<file path="config.mk">
export PLATFORM = sky130hd
export DESIGN_NAME = cad_decoder
export DESIGN_NICKNAME = d
export VERILOG_FILES = /design/src/common/cad_pkg.sv /design/src/hdl/cad_idsel.sv /design/src/hdl/cad_decoder.sv
export SDC_FILE = /design/constraint.sdc
export NUM_CORES = 1
export LEC_CHECK = 0
export ABC_CLOCK_PERIOD_IN_PS = 2550
export BUFFER_PORTS_ARGS = -buffer_cell sky130_fd_sc_hd__buf_2
export CAP_MARGIN = 5
export CORE_ASPECT_RATIO = 0.9
export CORE_MARGIN = 3
export CORE_UTILIZATION = 45
export CTS_CLUSTER_DIAMETER = 120
export CTS_CLUSTER_SIZE = 30
export DETAILED_ROUTE_END_ITERATION = 8
export GPL_TIMING_DRIVEN = 1
export PLACE_DENSITY = 0.74
export RECOVER_POWER = 100
export SYNTH_ARGS = -nofsm -noshare
export SYNTH_HDL_FRONTEND = slang
export SYNTH_HIERARCHICAL = 1
export SYNTH_SLANG_ARGS = --single-unit
</file>
<file path="constraint.sdc">
create_clock -name i_ref_clk -period 2.55 [get_ports i_ref_clk]
set_input_delay 0.1275 -clock i_ref_clk [delete_from_list [all_inputs] [get_ports i_ref_clk]]
set_output_delay 0.1275 -clock i_ref_clk [all_outputs]
set_load 0.05 [all_outputs]
</file>
<file path="src/common/cad_pkg.sv">
// package for the configuration address decoder: constants and carriers
// Summary of operation
// - 32-bit address register at I/O 0CF8h, reset zero, written by dword only.
// - byte or word access there leaves register alone, passes to hub link as I/O.
// - top bit one enables configuration cycles; zero disables them.
// - bits 23:16 are bus number; zero targets hub agent or internal device.
// - bus zero, device not 0,1,2,3,6: forward configuration cycle on hub link.
// - bus zero, device 0,1,2,3 or 6: route to that internal device.
// - nonzero bus equal to secondary bus: Type 0 cycle on graphics port.
// - bus above secondary, at or below subordinate: Type 1 on graphics port.
// - nonzero bus outside that range: Type 1 cycle on hub link.
// - hub-link Type 1 request carries 01 in its two lowest address bits.
// - Type 0 drives one-hot select, line 16 for device 0 up to line 31 for device 15.
// - Type 0 device above 15: no select asserted, master abort recorded.
// - device number goes to address bits 15:11 of hub and Type 1 cycles.
// - function number goes to address bits 10:8 of outgoing cycles.
// - internal device accesses with nonzero function number are ignored.
// - register number goes to address bits 7:2 of outgoing cycles.
// - enabled data window accesses at 0CFCh become configuration accesses.
package cad_pkg;
    localparam logic [15:0] CAD_ADDR_IO = 16'h0CF8;
    localparam logic [15:0] CAD_DATA_IO = 16'h0CFC;
    localparam logic [31:0] CAD_ADDR_RST = 32'h00000000;
    localparam int CAD_EN_BIT = 31;
    localparam int CAD_BUS_LSB = 16;
    localparam int CAD_DEV_LSB = 11;
    localparam int CAD_FN_LSB = 8;
    localparam int CAD_REG_LSB = 2;
    localparam logic [1:0] CAD_T0_LOW = 2'h0;
    localparam logic [1:0] CAD_T1_LOW = 2'h1;
    localparam logic [4:0] CAD_MAX_SEL_DEV = 5'h0F;
    localparam logic [3:0] CAD_BE_DWORD = 4'hF;
    localparam logic [31:0] CAD_RESERVED_MASK = 32'h80FFFFFC;

    // where a data-window or address access is sent
    typedef enum logic [2:0] {
        CAD_TGT_NONE = 3'b000,
        CAD_TGT_INTERNAL = 3'b001,
        CAD_TGT_HUB_CFG = 3'b010,
        CAD_TGT_GFX_T0 = 3'b011,
        CAD_TGT_GFX_T1 = 3'b100,
        CAD_TGT_HUB_IO = 3'b101
    } cad_target_t;

    // host I/O request
    typedef struct packed {
        logic valid;
        logic write;
        logic [15:0] addr;
        logic [3:0] be;
        logic [31:0] wdata;
    } cad_io_req_t;

    // routed cycle
    typedef struct packed {
        logic valid;
        cad_target_t target;
        logic write;
        logic [31:0] addr;
        logic [3:0] be;
        logic [31:0] wdata;
        logic [4:0] int_dev;
        logic [15:0] idsel;
        logic master_abort;
    } cad_route_t;

    // bus-number classification
    function automatic cad_target_t cad_classify(input logic [7:0] bus,
            input logic [4:0] dev, input logic [7:0] sec,
            input logic [7:0] sub);
        cad_target_t t;
        t = CAD_TGT_HUB_CFG;
        if (bus == 8'h00) begin
            if (dev == 5'h00 || dev == 5'h01 || dev == 5'h02 ||
                    dev == 5'h03 || dev == 5'h06) begin
                t = CAD_TGT_INTERNAL;
            end
        end else if (bus == sec) begin
            t = CAD_TGT_GFX_T0;
        end else if (bus > sec && bus <= sub) begin
            t = CAD_TGT_GFX_T1;
        end
        return t;
    endfunction
endpackage

</file>
<file path="src/hdl/cad_idsel.sv">
// one-hot select decoder for Type 0 graphics port cycles
`timescale 1ns/10ps
module cad_idsel (
    // device number
    input wire logic [4:0] i_dev,
    // one-hot select for address lines 31:16
    output logic [15:0] o_idsel
);
    import cad_pkg::*;
    // numbers above 15 select nothing so the cycle master-aborts
    assign o_idsel = (i_dev > CAD_MAX_SEL_DEV) ? 16'h0000 :
                     (16'h0001 << i_dev[3:0]);
endmodule

</file>
<file path="src/hdl/cad_decoder.sv">
// configuration address register and configuration cycle router
`timescale 1ns/10ps
module cad_decoder (
    // clock and reset
    input wire logic i_ref_clk,
    input wire logic i_rstn,
    // host I/O request, same clock domain
    input wire cad_pkg::cad_io_req_t i_io_req,
    // bridge device 1 bus numbers
    input wire logic [7:0] i_sec_bus,
    input wire logic [7:0] i_sub_bus,
    // routed cycle and readback
    output cad_pkg::cad_route_t o_route,
    output logic o_rdata_valid,
    output logic [31:0] o_rdata,
    // current enable bit
    output logic o_config_enable_bit
);
    import cad_pkg::*;

    logic [31:0] config_address_reg;
    logic [31:0] addr_next;
    cad_route_t route_reg;
    cad_route_t route_next;
    logic rvalid_reg;
    logic [31:0] rdata_reg;
    logic [15:0] idsel_w;

    // request decode
    wire hit_addr = i_io_req.valid && i_io_req.addr == CAD_ADDR_IO;
    wire hit_data = i_io_req.valid && i_io_req.addr == CAD_DATA_IO;
    wire dword = i_io_req.be == CAD_BE_DWORD;
    wire addr_wr = hit_addr && dword && i_io_req.write;
    wire addr_rd = hit_addr && dword && !i_io_req.write;
    wire pass_io = hit_addr && !dword;
    wire cfg_en = config_address_reg[CAD_EN_BIT];

    // stored fields
    wire [7:0] bus_f = config_address_reg[23:CAD_BUS_LSB];
    wire [4:0] dev_f = config_address_reg[15:CAD_DEV_LSB];
    wire [2:0] fn_f = config_address_reg[10:CAD_FN_LSB];
    wire [5:0] reg_f = config_address_reg[7:CAD_REG_LSB];
    wire cad_target_t cls = cad_classify(bus_f, dev_f, i_sec_bus, i_sub_bus);
    // fields copied into the outgoing address
    wire [31:0] t1_addr = {8'h00, bus_f, dev_f, fn_f, reg_f, CAD_T1_LOW};
    wire [31:0] t0_addr = {idsel_w, 5'h00, fn_f, reg_f, CAD_T0_LOW};

    cad_idsel u_idsel (
        .i_dev(dev_f),
        .o_idsel(idsel_w)
    );

    // reserved bits are forced to zero on write
    assign addr_next = addr_wr ? (i_io_req.wdata & CAD_RESERVED_MASK)
                               : config_address_reg;

    // route selection for the current request
    always_comb begin
        route_next = '0;
        route_next.write = i_io_req.write;
        route_next.be = i_io_req.be;
        route_next.wdata = i_io_req.wdata;
        if (pass_io || (hit_data && !cfg_en)) begin
            // plain I/O forwarded downstream
            route_next.valid = 1'b1;
            route_next.target = CAD_TGT_HUB_IO;
            route_next.addr = {16'h0000, i_io_req.addr};
        end else if (hit_data) begin
            // enabled window becomes a configuration access
            route_next.target = cls;
            route_next.valid = 1'b1;
            case (cls)
                CAD_TGT_INTERNAL: begin
                    // nonzero function is dropped
                    route_next.valid = (fn_f == 3'h0);
                    route_next.int_dev = dev_f;
                    route_next.addr = {24'h000000, reg_f, 2'h0};
                end
                CAD_TGT_GFX_T0: begin
                    route_next.addr = t0_addr;
                    route_next.idsel = idsel_w;
                    route_next.master_abort = (idsel_w == 16'h0000);
                end
                default: begin
                    // hub and graphics Type 1 share the layout
                    route_next.addr = t1_addr;
                end
            endcase
        end
    end

    // address register and outputs
    always_ff @(posedge i_ref_clk or negedge i_rstn) begin
        if (!i_rstn) begin
            config_address_reg <= CAD_ADDR_RST;
            route_reg <= '0;
            rvalid_reg <= 1'b0;
            rdata_reg <= 32'h00000000;
        end else begin
            config_address_reg <= addr_next;
            route_reg <= route_next;
            rvalid_reg <= addr_rd;
            rdata_reg <= addr_rd ? config_address_reg : 32'h00000000;
        end
    end

    assign o_route = route_reg;
    assign o_rdata_valid = rvalid_reg;
    assign o_rdata = rdata_reg;
    assign o_config_enable_bit = config_address_reg[CAD_EN_BIT];

    // word or byte writes never touch the register
    a_partial_no_update: assert property (@(posedge i_ref_clk)
        disable iff (!i_rstn)
        pass_io |=> $stable(config_address_reg))
        else $error("partial access changed address register");

    a_dword_write_load: assert property (@(posedge i_ref_clk)
        disable iff (!i_rstn)
        addr_wr |=> config_address_reg ==
            ($past(i_io_req.wdata) & CAD_RESERVED_MASK))
        else $error("dword write not stored");

    a_disabled_plain_io: assert property (@(posedge i_ref_clk)
        disable iff (!i_rstn)
        (hit_data && !cfg_en) |=> o_route.target == CAD_TGT_HUB_IO)
        else $error("disabled window not plain I/O");

    a_internal_fn_zero: assert property (@(posedge i_ref_clk)
        disable iff (!i_rstn)
        (o_route.valid && o_route.target == CAD_TGT_INTERNAL)
        |-> o_route.addr[31:8] == 24'h000000)
        else $error("internal access malformed");

    a_hub_type1_low: assert property (@(posedge i_ref_clk)
        disable iff (!i_rstn)
        (hit_data && cfg_en && cls == CAD_TGT_HUB_CFG)
        |=> o_route.valid && o_route.addr[1:0] == 2'b01
            && o_route.addr[15:11] == $past(dev_f))
        else $error("hub Type 1 address wrong");

    a_idsel_onehot: assert property (@(posedge i_ref_clk)
        disable iff (!i_rstn)
        (o_route.valid && o_route.target == CAD_TGT_GFX_T0)
        |-> ($onehot(o_route.idsel) != o_route.master_abort))
        else $error("Type 0 select not one-hot");

    a_gfx_t0_route: assert property (@(posedge i_ref_clk)
        disable iff (!i_rstn)
        (hit_data && cfg_en && bus_f != 8'h00 && bus_f == i_sec_bus)
        |=> o_route.target == CAD_TGT_GFX_T0
            && o_route.addr[10:2] == $past({fn_f, reg_f}))
        else $error("Type 0 routing wrong");

    a_bus_zero_route: assert property (@(posedge i_ref_clk)
        disable iff (!i_rstn)
        (hit_data && cfg_en && bus_f == 8'h00 && dev_f > 5'h06)
        |=> o_route.target == CAD_TGT_HUB_CFG)
        else $error("bus zero forward wrong");

    // dword read answers one cycle later with the stored value
    a_readback_pulse: assert property (@(posedge i_ref_clk)
        disable iff (!i_rstn)
        addr_rd |=> o_rdata_valid && o_rdata == $past(config_address_reg))
        else $error("address readback wrong");

    // reserved bits can never be seen set in the register
    a_reserved_zero: assert property (@(posedge i_ref_clk)
        disable iff (!i_rstn)
        (config_address_reg & ~CAD_RESERVED_MASK) == 32'h00000000)
        else $error("reserved address bits set");

    // partial access goes out as plain I/O to the address location
    a_partial_route: assert property (@(posedge i_ref_clk)
        disable iff (!i_rstn)
        pass_io |=> o_route.valid && o_route.target == CAD_TGT_HUB_IO
            && o_route.addr[15:0] == CAD_ADDR_IO)
        else $error("partial access not passed on");

    // internal device picked by number, dropped on nonzero function
    a_internal_select: assert property (@(posedge i_ref_clk)
        disable iff (!i_rstn)
        (hit_data && cfg_en && cls == CAD_TGT_INTERNAL)
        |=> o_route.target == CAD_TGT_INTERNAL
            && o_route.valid == ($past(fn_f) == 3'h0)
            && o_route.int_dev == $past(dev_f))
        else $error("internal route wrong");

    // bus inside the bridge window but above secondary: Type 1 there
    a_gfx_t1_route: assert property (@(posedge i_ref_clk)
        disable iff (!i_rstn)
        (hit_data && cfg_en && bus_f != 8'h00 && bus_f > i_sec_bus
            && bus_f <= i_sub_bus)
        |=> o_route.target == CAD_TGT_GFX_T1
            && o_route.addr[15:11] == $past(dev_f)
            && o_route.addr[23:16] == $past(bus_f))
        else $error("graphics Type 1 wrong");

    // bus outside the bridge window leaves on the hub link
    a_hub_type1_range: assert property (@(posedge i_ref_clk)
        disable iff (!i_rstn)
        (hit_data && cfg_en && bus_f != 8'h00 && bus_f != i_sec_bus
            && (bus_f < i_sec_bus || bus_f > i_sub_bus))
        |=> o_route.target == CAD_TGT_HUB_CFG)
        else $error("hub Type 1 range wrong");

    // enabled window never leaves as plain I/O
    a_enabled_window: assert property (@(posedge i_ref_clk)
        disable iff (!i_rstn)
        (hit_data && cfg_en) |=> o_route.target != CAD_TGT_HUB_IO)
        else $error("enabled window not converted");

    // unrelated addresses produce no routed cycle
    a_idle_no_route: assert property (@(posedge i_ref_clk)
        disable iff (!i_rstn)
        (!hit_addr && !hit_data) |=> !o_route.valid)
        else $error("route without request");

    // select lines sit in the upper address half of a Type 0 cycle
    a_t0_idsel_field: assert property (@(posedge i_ref_clk)
        disable iff (!i_rstn)
        (o_route.valid && o_route.target == CAD_TGT_GFX_T0)
        |-> o_route.addr[31:16] == o_route.idsel)
        else $error("select not on upper lines");
endmodule

</file>
==> metrics.txt <==
vias per inst=4.78; initial drt markers=161; Antenna Diode Count=0; Post-synth ARST share=100%; FP Rows=37; fmax=474 MHz; Worst Path Max Fanout=15; Detailed Route WL=13100 µm; gr usage total=20.4%; die width=122 µm; max-cap violation count=0; DR vias=3840; RSZ-0062 raised after global routing=no; number of iterations in the first detailed-routing pass=4; Synth Area per Inst=14.1 µm²; Fin. Hold Viols=0; Fin Hold WS=0.0538 ns; number of global-route vias before repair=4053; CTS Buffer Depth=2; Post-synth EDFFs=0; slowest CP cell=nor4b_1; hold buffer count at cts=38; grt ovf=0; Initial Util=46.8%; first-pass GRT wire length=20500 µm; CP startpoint kind=primary input; Setup crit end kind=flop; mux cell area share after synthesis=7.64%; chip height=110 µm; Tmin final=2.11 ns; Max rail drop VDD=0.000453 V; setup tns final=0 ns; wire length on met1=5460 µm; Synth Area in Adders=3.70%; post-cts resize count=0; CP top delay family=simple AND/OR/NAND/NOR gates; clock power share=49.1%; Clock transition at path regs=0.06 ns; #FFs+latches synth=142; WP data arrival=2.45 ns; Comb pwr share=6.8%; Synth Area in Compound Gates=3.90%; Residual DRC=0; synth unique cells=46; Root Driver=clkbuf_16; max-slew violation count=0; NetSw=1.19 mW; Post-Synth Simple-Gate Area=15.7%; routed wl met2=6550 µm; Internal=4.01 mW; Buf/Inv on CP=2; post-DP HPWL=9220 µm; Nets=722; number of post-CTS setup repair buffers=0; initial antenna violation count=0; gpl congestion=0.861; worst hold path type=in -> reg; largest family of logic cells by synthesized area=simple AND/OR/NAND/NOR gates; worst setup margin=0.439 ns; Slew headroom=6.83%; H-Tree Depth=4; Synth Area in XOR/XNOR=0%; slowest cell delay on critical path=0.65 ns; CTS tree=done; cts bufs inserted=17; fin crit share=82.8%; max reg flops=95; cell area power density=718 nW/µm²; DR WL/cell=16.3 µm; Synth Cell Area=5420 µm²; share of power burned in registers=44.1%; share of post-route cells with drive strength above 1=14.1%; Fin Clk Skew=0.00770 ns; Leakage Power=3.53 nW; clock sinks=142; worst slew pin tran=1.40 ns; sw frac=22.9%; final setup fails=0; Worst EP required=2.89 ns; sequential element share of the synthesized area=65.6%; worst skew pair latency=0.41 ns; IO Port Bufs=191; largest net degree at the start of global routing=58; Ys Warns=6; Setup WS pre-CTS=0.545 ns; synth-to-layout area growth=33.8%; synthesized instance count=385; DIE AREA=13400 µm²; met3 wire length=885 µm; status=complete, no violations; Top Metal Used=met4; post-route ant nets=0; Ports=201; core footprint=11600 µm²; critical path type=in -> reg; worst path cell trace=buf_2 > nor4b_1 > nand4_4 > nor4_1 > clkbuf_1 > and2_0; most used flip-flop cell after synthesis=dfrtp_1
==> cell usage in the layout, fill, tap and decap left out, types with 8 or more instances in the layout <==
cell,n
clkbuf_16,17
buf_2,43
and2_0,38
mux2_1,19
a21o_1,8
mux2i_1,8
dfrtp_1,142
inv_1,17
clkbuf_1,151
dlygate4sd3_1,38
ha_1,16
and2_1,15
conb_1,12
nor3_1,9
nor2_1,27
==> power by group through the flow <==
stage | Clock (mW) | Sequential, mW | Combinational [mW]
floorplan | 0 | 2.45 | 0.0652
CTS | 2.61 | 2.29 | 0.378
finish | 2.56 | 2.29 | 0.353
global placement | 0 | 2.33 | 0.327
global route | 2.71 | 2.30 | 0.382
detailed placement | 0 | 2.33 | 0.333
==> tightest hold or removal path: cells and delay by family <==
family / cells / cell delay [ns]
AO/OA/AOI/OAI: 2 / 0.16
buffers and inverters: 1 / 0.14
==> logic make-up (layout without fill, tap and decap cells) <==
group | count (synthesis) | after routing
AOI/OAI and AO/OA | 29 | 29
adders and majority gates | 16 | 16
buffers and inverters | 34 | 285
DFF | 142 | 142
muxes | 31 | 31
other | 1 | 12
and+or+nand+nor | 132 | 132
==> Yosys cell counts, types with 3 or more instances <==
cell	n	area share, %
nor3_1	9	0.83
ha_1	16	3.7
nand4_1	5	0.58
nand2_1	6	0.42
o211ai_1	3	0.42
buf_2	6	0.55
buf_4	9	1.2
a21o_1	8	1.1
nor3b_1	3	0.42
mux2_2	3	0.62
o21ai_0	4	0.37
inv_1	17	1.2
nor2b_1	3	0.35
mux2i_1	8	1.5
dfrtp_1	142	66
mux2_4	20	5.5
nor2_1	27	1.9
and2_1	53	6.1
a21oi_1	6	0.55
nor4_2	3	0.69
==> through the flow <==
step	power (mW)	instances	instance area (µm²)	util (%)
after CTS	5.28	803	7570	65.4
after floorplan	2.52	396	5460	-
final	5.21	803	7250	62.6
after global placement	2.66	733	6560	56.7
after detailed placement	2.67	733	6560	56.7
after global routing	5.39	803	7250	62.6
==> routing by layer <==
metal	global-route usage [%]	up-vias
li1	-	1792
met1	25.2	1883
met2	34.4	147
met3	6.43	18
met4	6.72	0
met5	0	-
==> layout make-up <==
| class | count | area, µm² |
|---|---|---|
| Clock buffer | 21 | 470 |
| Sequential cell | 142 | 3550 |
| Inverter | 17 | 63.8 |
| Clock inverter | 11 | 155 |
| Timing Repair Buffer | 236 | 1210 |
| Tap cell | 156 | 195 |
| Multi-Input combinational cell | 220 | 1600 |
| Fill cell | 961 | 4330 |
==> worst paths after layout <==
kind                                        startpoint                    end  slack (ns)  cells after the start
worst min register to register   config_address_reg[3]            o_route[61]        0.50                      1
max in group asynchronous                       i_rstn             o_rdata[5]        0.84                      3
worst max register to register  config_address_reg[21]             o_route[0]        0.49                      6
worst min-delay path                      i_io_req[38]            o_route[93]        0.05                      3
min in group asynchronous                       i_rstn  config_address_reg[6]        0.60                      2
worst max-delay path                      i_io_req[48]             o_rdata[4]        0.44                      6
No activity file was read; power rests on OpenSTA's default activity.
